==> src/slbc_pkg.sv <==
package slbc_pkg;
    // ------------------------------------------------------------
    // register map (apb byte addresses)
    // ------------------------------------------------------------
    localparam logic [7:0] SLBC_OFS_CTRL = 8'h00;
    localparam logic [7:0] SLBC_OFS_CODE = 8'h04;
    localparam logic [7:0] SLBC_OFS_OVR = 8'h08;
    localparam logic [7:0] SLBC_OFS_USER = 8'h0c;
    localparam logic [7:0] SLBC_OFS_LEDS = 8'h10;
    localparam logic [7:0] SLBC_OFS_IRQ_STAT = 8'h14;
    localparam logic [7:0] SLBC_OFS_IRQ_MASK = 8'h18;
    // ------------------------------------------------------------
    // field positions
    // ------------------------------------------------------------
    localparam int SLBC_BIT_YEL = 0;
    localparam int SLBC_BIT_GRN = 1;
    localparam int SLBC_BIT_RED = 2;
    localparam int SLBC_CTRL_READY = 0;
    localparam int SLBC_CTRL_RUN = 1;
    localparam int SLBC_CTRL_FORCED = 2;
    localparam int SLBC_CODE_ALM_POS = 0;
    localparam int SLBC_CODE_FLT_POS = 16;
    localparam int SLBC_EV_ALARM = 0;
    localparam int SLBC_EV_FAULT = 1;
    localparam int SLBC_EV_FORCED = 2;
    // ------------------------------------------------------------
    // reset values
    // ------------------------------------------------------------
    localparam logic [2:0] SLBC_RST_OVR = 3'h0;
    localparam logic [2:0] SLBC_RST_CTRL = 3'h0;
    localparam logic [2:0] SLBC_RST_IRQ = 3'h0;
    // ------------------------------------------------------------
    // blink codes and timing
    // ------------------------------------------------------------
    localparam logic [3:0] SLBC_CODE_NONE = 4'h0;
    localparam logic [3:0] SLBC_CODE_FORCED = 4'ha;
    localparam logic [3:0] SLBC_CODE_OTHER = 4'ha;
    localparam int SLBC_CLK_MHZ = 250;
    localparam int SLBC_PHASE_MS = 250;
    localparam int SLBC_PAUSE_MS = 1000;
    localparam int SLBC_PHASE_CYC = SLBC_PHASE_MS * 1000 * SLBC_CLK_MHZ;
    localparam int SLBC_PAUSE_CYC = SLBC_PAUSE_MS * 1000 * SLBC_CLK_MHZ;
    typedef enum logic [1:0] {
        SLBC_IDLE = 2'b00,
        SLBC_ON = 2'b01,
        SLBC_OFF = 2'b11,
        SLBC_PAUSE = 2'b10
    } slbc_state_e;
endpackage : slbc_pkg

==> src/slbc_top.sv <==
`timescale 1ns/10ps
// Overview of operation
// - ready and idle: green steady, others dark
// - running: green blinks, others normally dark
// - alarm: yellow blinks alarm code
// - forced configuration while running: yellow blinks code ten
// - fault: red blinks code, green yellow dark
// - codes 1, 2, 4 from their numbers
// - codes 5, 6; others give ten
// - communication alarms and faults give code 3
// - present indicator states readable by software
// - user writes honoured only where overridden
// - override bits: 0 yellow, 1 green, 2 red
module slbc_code_map
    import slbc_pkg::*;
(
    input wire logic is_fault,
    input wire logic [15:0] num,
    output logic [3:0] code
);
    always_comb begin
        code = SLBC_CODE_OTHER;
        if (!is_fault) begin
            case (num)
                16'd51: code = 4'h1;
                16'd46, 16'd47: code = 4'h2;
                16'd128, 16'd135, 16'd139, 16'd140, 16'd700: code = 4'h3;
                16'd90: code = 4'h4;
                default: code = SLBC_CODE_OTHER;
            endcase
        end else begin
            case (num)
                16'd51, 16'd68, 16'd78: code = 4'h1;
                16'd72, 16'd48: code = 4'h2;
                16'd31, 16'd228, 16'd700: code = 4'h3;
                16'd91: code = 4'h4;
                16'd70, 16'd74: code = 4'h5;
                16'd22, 16'd21: code = 4'h6;
                default: begin
                    if (num >= 16'd233 && num <= 16'd240) begin
                        code = 4'h3;
                    end else begin
                        code = SLBC_CODE_OTHER;
                    end
                end
            endcase
        end
    end
endmodule : slbc_code_map

module slbc_blinker
    import slbc_pkg::*;
#(
    parameter int PHASE_CYC = SLBC_PHASE_CYC,
    parameter int PAUSE_CYC = SLBC_PAUSE_CYC
) (
    input wire logic mclk,
    input wire logic rst_n,
    input wire logic ce,
    input wire logic [3:0] code,
    output logic lit
);
    slbc_state_e state_q;
    logic [31:0] tmr_q;
    logic [3:0] cnt_q;
    logic [3:0] code_q;
    // each timer load is count minus one, so a phase lasts exactly count cycles
    // ------------------------------------------------------------
    // pulse train: n on/off pairs then pause
    // ------------------------------------------------------------
    always_ff @(posedge mclk) begin
        if (!rst_n) begin
            state_q <= SLBC_IDLE;
            tmr_q <= 32'h0;
            cnt_q <= 4'h0;
            code_q <= 4'h0;
        end else if (ce) begin
            case (state_q)
                SLBC_IDLE: begin
                    if (code != SLBC_CODE_NONE) begin
                        // code latched per sequence so a change never truncates a count
                        code_q <= code;
                        cnt_q <= 4'h1;
                        tmr_q <= 32'(PHASE_CYC - 1);
                        state_q <= SLBC_ON;
                    end
                end
                SLBC_ON: begin
                    if (tmr_q == 32'h0) begin
                        tmr_q <= 32'(PHASE_CYC - 1);
                        state_q <= SLBC_OFF;
                    end else begin
                        tmr_q <= tmr_q - 32'h1;
                    end
                end
                SLBC_OFF: begin
                    if (tmr_q != 32'h0) begin
                        tmr_q <= tmr_q - 32'h1;
                    end else if (cnt_q < code_q) begin
                        cnt_q <= cnt_q + 4'h1;
                        tmr_q <= 32'(PHASE_CYC - 1);
                        state_q <= SLBC_ON;
                    end else begin
                        tmr_q <= 32'(PAUSE_CYC - 1);
                        state_q <= SLBC_PAUSE;
                    end
                end
                SLBC_PAUSE: begin
                    if (tmr_q == 32'h0) begin
                        state_q <= SLBC_IDLE;
                    end else begin
                        tmr_q <= tmr_q - 32'h1;
                    end
                end
                default: state_q <= SLBC_IDLE;
            endcase
        end
    end
    assign lit = (state_q == SLBC_ON);
endmodule : slbc_blinker

module slbc_top
    import slbc_pkg::*;
#(
    parameter int PHASE_CYC = SLBC_PHASE_CYC,
    parameter int PAUSE_CYC = SLBC_PAUSE_CYC
) (
    input wire logic mclk,
    input wire logic rst_n,
    input wire logic ce,
    input wire logic psel,
    input wire logic penable,
    input wire logic pwrite,
    input wire logic [7:0] paddr,
    input wire logic [31:0] pwdata,
    output logic [31:0] prdata,
    output logic pready,
    output logic pslverr,
    output logic led_red,
    output logic led_green,
    output logic led_yellow,
    output logic irq
);
    logic [2:0] ctrl_q;
    logic alm_act_q;
    logic flt_act_q;
    logic [15:0] alm_num_q;
    logic [15:0] flt_num_q;
    logic [2:0] ovr_q;
    logic [2:0] user_q;
    logic [2:0] stat_q;
    logic [2:0] mask_q;
    logic [2:0] ev_q;
    logic [3:0] alm_code;
    logic [3:0] flt_code;
    logic [3:0] yel_code;
    logic [3:0] red_code;
    logic [3:0] grn_code;
    logic yel_lit;
    logic red_lit;
    logic grn_lit;
    logic [2:0] led_d;
    logic [2:0] ev_now;
    logic wr;
    logic rd;
    logic [31:0] rdata_d;
    logic addr_ok;

    assign wr = psel && penable && pwrite;
    assign rd = psel && !penable && !pwrite;

    // ------------------------------------------------------------
    // apb write side
    // ------------------------------------------------------------
    always_ff @(posedge mclk) begin
        if (!rst_n) begin
            ctrl_q <= SLBC_RST_CTRL;
            alm_act_q <= 1'b0;
            flt_act_q <= 1'b0;
            alm_num_q <= 16'h0;
            flt_num_q <= 16'h0;
            ovr_q <= SLBC_RST_OVR;
            user_q <= 3'h0;
            mask_q <= SLBC_RST_IRQ;
        end else if (ce && wr) begin
            case (paddr)
                SLBC_OFS_CTRL: ctrl_q <= pwdata[2:0];
                SLBC_OFS_CODE: begin
                    alm_num_q <= {1'b0, pwdata[SLBC_CODE_ALM_POS +: 15]};
                    alm_act_q <= pwdata[SLBC_CODE_ALM_POS + 15];
                    flt_num_q <= {1'b0, pwdata[SLBC_CODE_FLT_POS +: 15]};
                    flt_act_q <= pwdata[SLBC_CODE_FLT_POS + 15];
                end
                SLBC_OFS_OVR: ovr_q <= pwdata[2:0];
                SLBC_OFS_USER: user_q <= pwdata[2:0];
                SLBC_OFS_IRQ_MASK: mask_q <= pwdata[2:0];
                default: ;
            endcase
        end
    end

    // ------------------------------------------------------------
    // code selection and blinkers
    // ------------------------------------------------------------
    slbc_code_map u_alm_map (.is_fault(1'b0), .num(alm_num_q), .code(alm_code));
    slbc_code_map u_flt_map (.is_fault(1'b1), .num(flt_num_q), .code(flt_code));

    always_comb begin
        red_code = flt_act_q ? flt_code : SLBC_CODE_NONE;
        yel_code = SLBC_CODE_NONE;
        if (!flt_act_q) begin
            if (alm_act_q) begin
                yel_code = alm_code;
            end else if (ctrl_q[SLBC_CTRL_FORCED] && ctrl_q[SLBC_CTRL_RUN]) begin
                yel_code = SLBC_CODE_FORCED;
            end
        end
        // running shown as a single-pulse train
        grn_code = 4'h1;
    end

    slbc_blinker #(.PHASE_CYC(PHASE_CYC), .PAUSE_CYC(PHASE_CYC)) u_grn (
        .mclk(mclk), .rst_n(rst_n), .ce(ce), .code(grn_code), .lit(grn_lit)
    );
    slbc_blinker #(.PHASE_CYC(PHASE_CYC), .PAUSE_CYC(PAUSE_CYC)) u_yel (
        .mclk(mclk), .rst_n(rst_n), .ce(ce), .code(yel_code), .lit(yel_lit)
    );
    slbc_blinker #(.PHASE_CYC(PHASE_CYC), .PAUSE_CYC(PAUSE_CYC)) u_red (
        .mclk(mclk), .rst_n(rst_n), .ce(ce), .code(red_code), .lit(red_lit)
    );

    always_comb begin
        led_d = 3'h0;
        if (!flt_act_q) begin
            if (ctrl_q[SLBC_CTRL_RUN]) begin
                led_d[SLBC_BIT_GRN] = grn_lit;
            end else if (ctrl_q[SLBC_CTRL_READY]) begin
                led_d[SLBC_BIT_GRN] = 1'b1;
            end
            led_d[SLBC_BIT_YEL] = yel_lit;
        end else begin
            led_d[SLBC_BIT_RED] = red_lit;
        end
        for (int i = 0; i < 3; i++) begin
            if (ovr_q[i]) begin
                led_d[i] = user_q[i];
            end
        end
    end

    always_ff @(posedge mclk) begin
        if (!rst_n) begin
            led_yellow <= 1'b0;
            led_green <= 1'b0;
            led_red <= 1'b0;
        end else if (ce) begin
            led_yellow <= led_d[SLBC_BIT_YEL];
            led_green <= led_d[SLBC_BIT_GRN];
            led_red <= led_d[SLBC_BIT_RED];
        end
    end

    // ------------------------------------------------------------
    // interrupts: rising edges of alarm, fault, forced
    // ------------------------------------------------------------
    assign ev_now = {ctrl_q[SLBC_CTRL_FORCED], flt_act_q, alm_act_q};

    always_ff @(posedge mclk) begin
        if (!rst_n) begin
            ev_q <= 3'h0;
            stat_q <= SLBC_RST_IRQ;
            irq <= 1'b0;
        end else if (ce) begin
            ev_q <= ev_now;
            // set wins over a same-cycle write-one-to-clear
            if (wr && paddr == SLBC_OFS_IRQ_STAT) begin
                stat_q <= (stat_q & ~pwdata[2:0]) | (ev_now & ~ev_q);
            end else begin
                stat_q <= stat_q | (ev_now & ~ev_q);
            end
            irq <= |(stat_q & mask_q);
        end
    end

    // ------------------------------------------------------------
    // apb read side: data registered in setup, answer in access
    // ------------------------------------------------------------
    always_comb begin
        addr_ok = 1'b1;
        rdata_d = 32'h0;
        case (paddr)
            SLBC_OFS_CTRL: rdata_d = {29'h0, ctrl_q};
            SLBC_OFS_CODE: rdata_d = {flt_act_q, flt_num_q[14:0], alm_act_q, alm_num_q[14:0]};
            SLBC_OFS_OVR: rdata_d = {29'h0, ovr_q};
            SLBC_OFS_USER: rdata_d = {29'h0, user_q};
            SLBC_OFS_LEDS: rdata_d = {29'h0, led_red, led_green, led_yellow};
            SLBC_OFS_IRQ_STAT: rdata_d = {29'h0, stat_q};
            SLBC_OFS_IRQ_MASK: rdata_d = {29'h0, mask_q};
            default: addr_ok = 1'b0;
        endcase
    end

    always_ff @(posedge mclk) begin
        if (!rst_n) begin
            prdata <= 32'h0;
            pready <= 1'b0;
            pslverr <= 1'b0;
        end else if (ce) begin
            if (rd) begin
                prdata <= rdata_d;
            end
            pready <= psel && !penable;
            pslverr <= psel && !penable && !addr_ok;
        end
    end
endmodule : slbc_top

==> config.mk <==
export PLATFORM = sky130hd
export DESIGN_NAME = slbc_top
export DESIGN_NICKNAME = d
export VERILOG_FILES = /design/src/slbc_pkg.sv /design/src/slbc_top.sv
export SDC_FILE = /design/constraint.sdc
export NUM_CORES = 1
export LEC_CHECK = 0
export ABC_CLOCK_PERIOD_IN_PS = 2360
export BUFFER_PORTS_ARGS = -buffer_cell sky130_fd_sc_hd__buf_2
export CELL_PAD_IN_SITES_DETAIL_PLACEMENT = 1
export CELL_PAD_IN_SITES_GLOBAL_PLACEMENT = 1
export CORE_UTILIZATION = 43
export CTS_BUF_LIST = sky130_fd_sc_hd__clkbuf_8
export CTS_CLUSTER_DIAMETER = 200
export DETAILED_ROUTE_END_ITERATION = 10
export GPL_TIMING_DRIVEN = 0
export HOLD_SLACK_MARGIN = 0.03
export PLACE_DENSITY = 0.83
export REMOVE_ABC_BUFFERS = 1
export SETUP_SLACK_MARGIN = 0.1
export SYNTH_ARGS = -nofsm -noshare
export SYNTH_HDL_FRONTEND = slang
export SYNTH_SLANG_ARGS = --single-unit
==> constraint.sdc <==
create_clock -name mclk -period 2.36 [get_ports mclk]
set_input_delay 0.472 -clock mclk [delete_from_list [all_inputs] [get_ports mclk]]
set_output_delay 0.472 -clock mclk [all_outputs]
set_load 0.02 [all_outputs]
; ---- Yosys cells after proc, flatten, opt, wreduce, memory -nomap -nowiden
; Index checks and enable logic that the tools add are counted.
[word_totals]
in_bits = 46
regBits = 211
output_inout_bits = 38
wordCells = 216
[classes]
n_addsub = 6
order_cmp = 5
n_mux = 61
n_eq_ne = 54
bitwise_logic = 7
n_reduce_logical = 54
[op_table]
columns = op, count
row1 = $pmux W32 S4, 3
row2 = $mux W32, 11
row3 = $pmux W32 S7, 1
row4 = $eq A15 B7 Y1 const B, 7
row5 = $logic_not A32 Y1, 3
row6 = $reduce_bool A32 Y1, 3
row7 = $sub A32 B1 Y32 const B, 3
row8 = $eq A15 B6 Y1 const B, 5
row9 = $eq A15 B8 Y1 const B, 5
row10 = $mux W28, 2
row11 = $mux W4, 13
row12 = $eq A15 B5 Y1 const B, 3
row13 = $eq A15 B10 Y1 const B, 2
row14 = $mux W2, 15
row15 = $eq A8 B5 Y1 const B, 3
row16 = $pmux W2 S4, 3
row17 = $pmux W4 S2, 3
row18 = $pmux W4 S6, 1
row19 = $ne A2 B1 Y1 const B, 11
row20 = $reduce_and A5 Y1, 4
row21 = $eq A8 B4 Y1 const B, 2
row22 = $pmux W4 S4, 1
row23 = $reduce_and A2 Y1, 8
row24 = $ge A15 B8 Y1 const B, 1
row25 = 25 further kinds, 74

; ---- Logic depth before layout (Yosys ltp)
; Gate-level depths: netlist of the first run.
[logic_depth]
depth_word = 8
ltp_mapped = 10
depth_no_buf = 8

; ---- Modules after synthesis
; From an unflattened synthesis of the first run, not the netlist that was laid out.
[hier_totals]
cells_unflattened = 1460
area_unflattened_um2 = 12379.4
[by_module_without_submodules]
columns = mod, area_per_inst_um2, seq_area_each_um2, instances, cells_per_inst
row1 = slbc_blinker (u_red ...), 2513.7, 840.8, 2, 309
row2 = slbc_top, 3849.9, 1761.7, 1, 400
row3 = slbc_blinker (u_grn), 2406.1, 840.8, 1, 288
row4 = slbc_code_map, 548.0, 0.0, 2, 77

; ---- Worst setup path before layout of the first run
; Ideal clock, no wire load.
[synth_path]
path_type = register to register
startpoint = reg u_red.tmr_q[24]
endpoint = reg u_red.tmr_q[19]
period_less_slack_ns = 2.506
stages_incl_launch_ff = 8
required_ns = 2.223
n_path_buf = 1
path_slack_ns = -0.146
arrival_time_ns = 2.369
setup_time_ns = 0.137
path_cell_list = dfxtp_1 > or4_4 > or4_4 > buf_6 > or4_4 > nor3_4 > nand2b_1 > a211oi_1
[synth_between]
elab_chain_len = 3
word_cells_on_any_way = 7
cone_classes = 1 x eq/ne / 3 x mux / 3 x reduce/logical
[synth_rtl]
columns = item, line
row1 = start: declaration, slbc_top.sv:64  ; logic [31:0] tmr_q;
row2 = start signal: assignment, slbc_top.sv:84  ; tmr_q <= 32'(PHASE_CYC - 1);
row3 = start signal: assignment, slbc_top.sv:90  ; tmr_q <= 32'(PHASE_CYC - 1);
row4 = start signal: assignment, slbc_top.sv:93  ; tmr_q <= tmr_q - 32'h1;
row5 = $reduce_bool A32 Y1 or $logic_not A32 Y1 (tied branches), "slbc_top.sv:97, slbc_top.sv:89, slbc_top.sv:109"
row6 = $mux W32 (tied with other cells), slbc_top.sv:97  ; if (tmr_q != 32'h0) begin
row7 = $pmux W32 S4 or $reduce_and A3 Y1 (tied branches), -
; Parallel ways exist; a longest one is shown, timed or not.
; A chain may end at the register's enable or synchronous reset.

; ---- Worst setup path in the final report of the first run
[layout_path]
startpoint = reg u_red.tmr_q[25]
endpoint = reg u_red.tmr_q[12]
; Same word-level chain as after synthesis.

==> flow_metrics.env, run 1 <==
export IMPL_power_leakage_nw=5.91
export IMPL_dr_total_vias=12700
export IMPL_floorplan_die_height_um=163
export IMPL_start_util_pct=44.2
export IMPL_dp_hpwl_mm=23.3
export IMPL_max_stage_delay_ns=0.52
export IMPL_synthesis_area_per_instance_sq_um=8.13
export IMPL_insertion_delay_ns=0.60
export IMPL_firstDrtPassIters=5
export IMPL_synth_area_sq_um=11200
export IMPL_synth_async_reset_ratio_pct=0
export IMPL_critical_path_buf_inv_count=4
export IMPL_timing_final_hold_violations=0
export IMPL_grt_setup_unrepaired="yes"
export IMPL_synth_ff_latch_count=211
export IMPL_finalSetupTns_ns=-16.22
export IMPL_die_width_um=163
export IMPL_gr_usage_all_layers_pct=31.4
export IMPL_worstPathMaxFanout=8
export IMPL_fp_coreArea_sq_um=25300
export IMPL_cp_cell_sequence="or4_4 -> or4_4 -> buf_6 -> nor4_4 -> buf_4 -> a31o_4 -> buf_12 -> buf_6 -> a21oi_2 -> a21oi_1"
export IMPL_drive_above_1_share_pct=32.3
export IMPL_placement_cell_area_sq_um=11800
export IMPL_drt_drc_violations_left=0
export IMPL_worstHoldPathType="primary input to register"
export IMPL_yosys_area_top_type_share_pct=37.7
export IMPL_peakVddDrop_uv=583
export IMPL_status="finished, violations left"
export IMPL_postSynth_topFlopCell="dfxtp_1"
export IMPL_globalplace_congestion=0.839
export IMPL_power_density_nw_per_um2=754
export IMPL_total_wirelength_of_the_detailed_routed_design_mm=48.7
export IMPL_skew_ns=0.0265
export IMPL_grt_overflow_total=0
export IMPL_tritoncts="yes"
export IMPL_critical_path_slowest_cell="or4_4"
export IMPL_worst_ep_arrival_time_ns=3.35
export IMPL_post_route_worst_setup_slack_ns=-0.489
export IMPL_nNetsFinal=1640
export IMPL_vias_in_the_first_global_route=12600
export IMPL_finalMaxSlewViolations=0
export IMPL_layout_area_overhead_vs_synth_pct=34.6
export IMPL_finish_instance_area_sq_um=15100
export IMPL_drt_iter0_markers=1043
export IMPL_port_buffers=83
export IMPL_timing_critical_path_max_delay_family="simple AND/OR/NAND/NOR gates"
export IMPL_clock_sinks=211
export IMPL_global_route_wire_length_before_repair_mm=66.8
export IMPL_failed_checks="setup timing"
export IMPL_number_of_cell_rows=58
export IMPL_cts_root_buf="clkbuf_8"
export IMPL_antenna_violations_before_repair=4
export IMPL_n_fill_cell=2933
export IMPL_cts_reportedPaths_clkPinSlew_ns=0.06
export IMPL_grt_start_max_net_pins=82
export IMPL_setup_worst_path_class="register to register"
export IMPL_antenna_left=0
export IMPL_holdBufCountCts=0
export IMPL_finalSetupViolations=81
export IMPL_synth_top_cell_by_area="dfxtp_1"
export IMPL_cts_root_to_sink_buffers=3
export IMPL_achievable_frequency_mhz=351
export IMPL_cp_data_required_time_ns=2.86
export IMPL_detail_route_vias_per_cell=6.57
export IMPL_period_needed_ns=2.85
export IMPL_final_period_utilization_pct=121
export IMPL_number_of_h_tree_levels=2
export IMPL_synth_edff_count=0
export IMPL_slew_limit_headroom_pct=3.31
export IMPL_cts_made_buffers=40
export IMPL_endpoint_kind="register"
export IMPL_synth_seq_area_share_pct=37.7
export IMPL_wire_per_inst_um=25.1
export IMPL_postLayoutCoreUtil_pct=59.5
export IMPL_worst_slew_pin_transition_ns=1.44
export IMPL_io_pins=84
export IMPL_netlist_top_cells_area="dfxtp_1 38%, a21oi_1 5.4%, nand2_1 4.8%"
export IMPL_report_power_total_mw=11.4
export IMPL_syn_instance_count=1378
export IMPL_critical_path_startpoint_type="register"
export IMPL_netlist_cell_type_count=88
export IMPL_die_area_sq_um=26700
export IMPL_ys_warnings_count=0
export IMPL_max_cap_violations=0
## stage by stage
step                hold WS, ns  setup WS [ns]  cells
floorplan                 0.431          -1.11   1305
global placement          0.440          -3.87   1718
detailed placement        0.448          -1.11   1723
CTS                       0.102         -0.274   1879
global route              0.124         -0.482   1935
finish                    0.120         -0.489   1938
## final cells by class
| type | count | area (sq um) | area share, % |
|---|---|---|---|
| Clock inverter | 24 | 150 | 0.996 |
| Clock buffer | 48 | 661 | 4.38 |
| Timing Repair Buffer | 221 | 1750 | 11.6 |
| Sequential cell | 211 | 4250 | 28.2 |
| Tap cell | 330 | 413 | 2.74 |
| Inverter | 42 | 169 | 1.12 |
| Multi-Input combinational cell | 1058 | 7660 | 50.8 |
| Antenna cell | 4 | 10.0 | 0.0664 |
## synthesized netlist by cell type, types with 5 or more instances
master / number
o221a_2: 6
o21ai_1: 11
a41oi_1: 5
nor3b_1: 5
a31oi_1: 13
nor2_1: 132
or4_4: 5
o21a_1: 9
a21oi_1: 121
nand2_1: 143
a22oi_1: 36
or3b_2: 5
nor4bb_1: 6
o31ai_1: 9
nor4_1: 31
xnor2_1: 11
xor2_1: 5
dfxtp_1: 211
and3_1: 16
mux2i_1: 24
a211o_1: 8
clkbuf_1: 54
a211oi_1: 22
or4_1: 15
buf_4: 7
o211ai_1: 9
or3_1: 29
o22ai_1: 7
nand3_1: 46
o211a_1: 9
inv_1: 41
o21ai_0: 63
nand3b_1: 7
nor3_1: 66
nor4b_1: 11
ha_1: 20
nor2b_1: 8
nand2b_1: 19
a311oi_1: 10
nor4_4: 5
or2_2: 8
nand4_1: 11
## cells in the final DEF (no fill, tap or decap), types with 13 or more instances in the layout
cell type  synthesis  routed
clkbuf_8           1      48
ha_1              20      18
nand2b_1          19      16
buf_6              3      48
nor3_2             2      16
o21ai_0           63      37
o21ai_1           11      23
a21oi_2            1      24
nor4_4             5      14
and3_1            16      14
mux2i_1           24      24
a21oi_1          121      97
nand3_1           46      43
inv_1             41      52
nand2_1          143     137
o21ai_2            1      13
nor4_1            31      20
a22oi_1           36      35
dfxtp_1          211     195
or3_1             29      23
nor3_1            66      42
nor2_1           132     115
buf_2              4      81
buf_4              7      82
## state kept, by name (all words and copies together), names as in the netlist, 3 cells and up
register	count
prdata	32
u_grn.tmr_q	32
u_red.tmr_q	32
u_yel.tmr_q	32
alm_num_q	15
flt_num_q	15
u_grn.cnt_q	4
u_red.cnt_q	4
u_red.code_q	4
u_yel.cnt_q	4
u_yel.code_q	4
ctrl_q	3
ev_q	3
mask_q	3
ovr_q	3
stat_q	3
user_q	3
## cell families after synthesis
group | count (synthesis) | share of synthesized area (%)
buf+inv | 115 | 4.42
xor+xnor | 16 | 1.25
simple gates | 597 | 28.5
compound gates | 392 | 23.1
mux | 27 | 2.75
flops | 211 | 37.7
fa+ha+maj | 20 | 2.23
## worst register-to-register path, cell delays in order (launching register included)
cell and delay (ns):
dfxtp_4 0.35, or4_4 0.51, or4_4 0.52, buf_6 0.16, nor4_4 0.30, buf_4 0.20
a31o_4 0.20, buf_12 0.16, buf_6 0.11, a21oi_2 0.03, a21oi_1 0.21
## path summary, 6_finish.rpt
path / start / end / slack (ns) / cells after the start
setup / recovery: u_red.tmr_q[25] / u_red.tmr_q[12] / -0.49 / 10
hold / removal: pwdata[11] / alm_num_q[11] / 0.12 / 3
setup reg to reg: u_red.tmr_q[25] / u_red.tmr_q[12] / -0.49 / 10
hold reg to reg: u_yel.code_q[0] / u_yel.code_q[0] / 0.47 / 2
## report_power, final
group	total [mW]	internal (mW)	switching, mW
Sequential	3.86	3.68	0.189
Clock	3.74	1.97	1.77
Combinational	3.76	1.58	2.18
## what timing repair did
action | CTS | global route
buffers inserted | 78 | 57
pin swaps | 69 | 98
gates cloned | 6 | 0
endpoints found under the setup margin | 184 | 144
gates resized for setup | 173 | 167
## metal layers
metal | part of all wire, % | up-vias | global-route usage [%]
met4 | 5.1 | 0 | 16.7
met3 | 6.8 | 213 | 5.38
li1 | - | 5573 | -
met5 | 0 | - | 0
met1 | 38 | 6271 | 37.3
met2 | 50 | 668 | 53.9
Power figures use the tool's default switching activity.
==> inputs of run 2 (changes only) <==
CORE_UTILIZATION = 29   (was 43)
PLACE_DENSITY = 0.61   (was 0.83)
==> run 2 against run 1 <==
  * The flow still finishes with violations (setup timing)
  * Final cell count up 7.6%
  * Sequential share of layout area up 0.77 points
  * Design area down 2.6%
  * Flip-flop and latch count unchanged
  * Critical path depth down 3
  * Core utilization down 21 points
  * Register-to-register slack better by 0.17 ns
  * Sequential power about the same
  * First-iteration DRC count down 41%
  * Global-route usage down 11 points
  * Non-clock buffer count down 25
  * Hold slack better by 0.025 ns
==> flow_metrics.env, run 2 (synthesis gave the netlist of run 1 again) <==
export IMPL_status="finished, violations left"
export IMPL_failed_checks="setup timing"
export IMPL_drt_drc_violations_left=0
export IMPL_max_stage_delay_ns=0.62
export IMPL_net_switching_power_mw=3.69
export IMPL_power_leakage_nw=5.66
export IMPL_worstPathMaxFanout=8
export IMPL_slew_limit_headroom_pct=11.6
export IMPL_multiInputGateArea_sq_um=7460
export IMPL_layout_cells_most_common="dfxtp_1"
export IMPL_worstHoldPathType="primary input to register"
export IMPL_firstDrtPassIters=6
export IMPL_hold_path_endpoint="flt_num_q[0]"
export IMPL_p_clk_share_pct=32.0
export IMPL_fp_coreArea_sq_um=37800
export IMPL_worstHoldPathCells=3
export IMPL_worst_r2r_cell_count=7
export IMPL_floorplan_die_height_um=199
export IMPL_worst_ep_arrival_time_ns=3.14
export IMPL_start_util_pct=29.6
export IMPL_rr_startpoint="u_red.tmr_q[25]"
export IMPL_timing_hold_worst_start="pwdata[16]"
export IMPL_endpoint_kind="register"
export IMPL_gr_usage_all_layers_pct=20.2
export IMPL_finalSetupTns_ns=-10.50
export IMPL_timing_final_hold_violations=0
export IMPL_grt_start_max_net_pins=83
export IMPL_dr_total_vias=11600
export IMPL_io_pins=84
export IMPL_cp_data_required_time_ns=2.82
export IMPL_detail_route_vias_per_cell=5.57
export IMPL_nNetsFinal=1618
export IMPL_period_needed_ns=2.68
export IMPL_die_width_um=199
export IMPL_insertion_delay_ns=0.58
export IMPL_antenna_left=0
export IMPL_timing_rr_end="u_red.tmr_q[9]"
export IMPL_final_cell_count_without_fillers=2086
export IMPL_register_area_sq_um=4260
export IMPL_tritoncts="yes"
export IMPL_setup_worst_path_class="register to register"
export IMPL_critical_path_slowest_cell="or4_4"
export IMPL_final_period_utilization_pct=113
export IMPL_dp_hpwl_mm=24.4
export IMPL_critical_path_startpoint_type="register"
export IMPL_clock_sinks=211
export IMPL_finalMaxSlewViolations=0
export IMPL_number_of_h_tree_levels=2
export IMPL_globalplace_congestion=0.802
export IMPL_drive_above_1_share_pct=28.4
export IMPL_cp_cell_sequence="or4_4 -> or4_4 -> or3_4 -> buf_4 -> o211ai_1 -> a21boi_1 -> o31a_1"
export IMPL_critical_path_most_common_cell="or4_4"
export IMPL_netSwitchingFraction_pct=35.1
export IMPL_number_of_cell_rows=71
export IMPL_post_route_worst_setup_slack_ns=-0.318
export IMPL_cts_made_buffers=40
export IMPL_peakVddDrop_uv=322
export IMPL_reg2reg_slack_ns=-0.32
export IMPL_vias_in_the_first_global_route=11900
export IMPL_mostFrequentLayoutCells="194 x dfxtp_1, 137 x nand2_1, 123 x nor2_1"
export IMPL_worst_slew_pin_transition_ns=1.31
export IMPL_total_wirelength_of_the_detailed_routed_design_mm=40.7
export IMPL_cts_reportedPaths_clkPinSlew_ns=0.06
export IMPL_achievable_frequency_mhz=373
export IMPL_grt_setup_unrepaired="yes"
export IMPL_pwr_share_seq_pct=36.6
export IMPL_layout_area_overhead_vs_synth_pct=31.1
export IMPL_cts_root_buf="clkbuf_8"
export IMPL_die_area_sq_um=39400
export IMPL_global_route_wire_length_before_repair_mm=64.2
export IMPL_post_place_ws_ns=-1.23
export IMPL_antenna_violations_before_repair=5
export IMPL_placedCellCount=1905
export IMPL_n_fill_cell=4528
export IMPL_power_frac_comb_pct=31.4
export IMPL_port_buffers=83
export IMPL_holdBufCountCts=0
export IMPL_max_cap_violations=0
export IMPL_wire_per_inst_um=19.5
export IMPL_cts_root_to_sink_buffers=3
export IMPL_internal_power_mw=6.82
export IMPL_power_density_nw_per_um2=716
export IMPL_finalSetupViolations=68
export IMPL_grt_overflow_total=0
export IMPL_drt_iter0_markers=613
export IMPL_skew_ns=0.0403
==> run 2: cell types whose count changed in the layout (fill, tap and decap cells not counted), moves of 5 or more <==
cell / previous run / this run
buf_6: 48 / 35
o21ai_0: 37 / 48
nor3_1: 42 / 52
nor2_1: 115 / 123
nor3_2: 16 / 8
buf_4: 82 / 76
buf_12: 6 / 1
nor2_2: 9 / 4
o21ai_1: 23 / 18
o21ai_2: 13 / 8
==> run 2: worst max-delay path by stage <==
stage,startpoint,endpoint,slack (ns),cells past startpoint
finish,u_red.tmr_q[25],u_red.tmr_q[9],-0.32,7
global placement,ce,prdata[16],-4.37,5
floorplan,psel,prdata[10],-1.11,5
global route,u_red.tmr_q[25],u_red.tmr_q[5],-0.37,7
CTS,u_red.tmr_q[25],u_red.tmr_q[5],-0.33,7
detailed placement,u_grn.tmr_q[4],u_grn.tmr_q[12],-1.23,6
==> run 2: repair_timing <==
action,4_1_cts,5_1_grt
gates cloned,9,1
pin swaps,52,65
gates resized for setup,154,101
setup buffers,67,40
endpoints found under the setup margin,181,116
==> run 2: power by group through the flow <==
stage,sequential (mW),combinational (mW),clock [mW]
2_1_floorplan,3.85,1.49,0
5_1_grt,3.86,3.56,3.61
6_report,3.85,3.30,3.37
3_3_place_gp,3.87,2.12,0
4_1_cts,3.83,2.88,3.49
3_5_place_dp,3.88,2.16,0
==> run 2: final cells by class <==
cell class | count | share of cell area, %
Antenna cell | 4 | 0.0682
Clock buffer | 45 | 4.22
Clock inverter | 16 | 0.537
Inverter | 42 | 1.15
Multi-Input combinational cell | 1061 | 50.8
Sequential cell | 211 | 29.0
Tap cell | 511 | 4.36
Timing Repair Buffer | 196 | 9.86
==> run 2: worst max-delay path: cells and delay by family (launching register included) <==
family / cells / cell delay, ns
AND/OR/NAND/NOR: 3 / 1.60
AO/OA/AOI/OAI: 3 / 0.45
flip-flops: 1 / 0.35
buffers and inverters: 1 / 0.16
==> run 2: layer usage <==
metal / global-route usage [%] / vias up / wire length [um]
li1: - / 5550 / -
met1: 24.7 / 5758 / 18000
met2: 35.8 / 209 / 20100
met3: 3.46 / 90 / 1500
met4: 6.75 / 2 / 1060
met5: 0 / - / 17
==> run 2: per-stage QoR <==
stage | area, sq um | util (%) | hold WS [ns] | power (mW)
4_1_cts | 14000 | 36.9 | 0.107 | 10.2
6_report | 14700 | 38.8 | 0.145 | 10.5
3_5_place_dp | 12000 | 31.8 | 0.445 | 6.04
2_1_floorplan | 10900 | - | 0.431 | 5.34
3_3_place_gp | 11900 | 31.5 | 0.440 | 5.99
5_1_grt | 14700 | 38.8 | 0.120 | 11.0
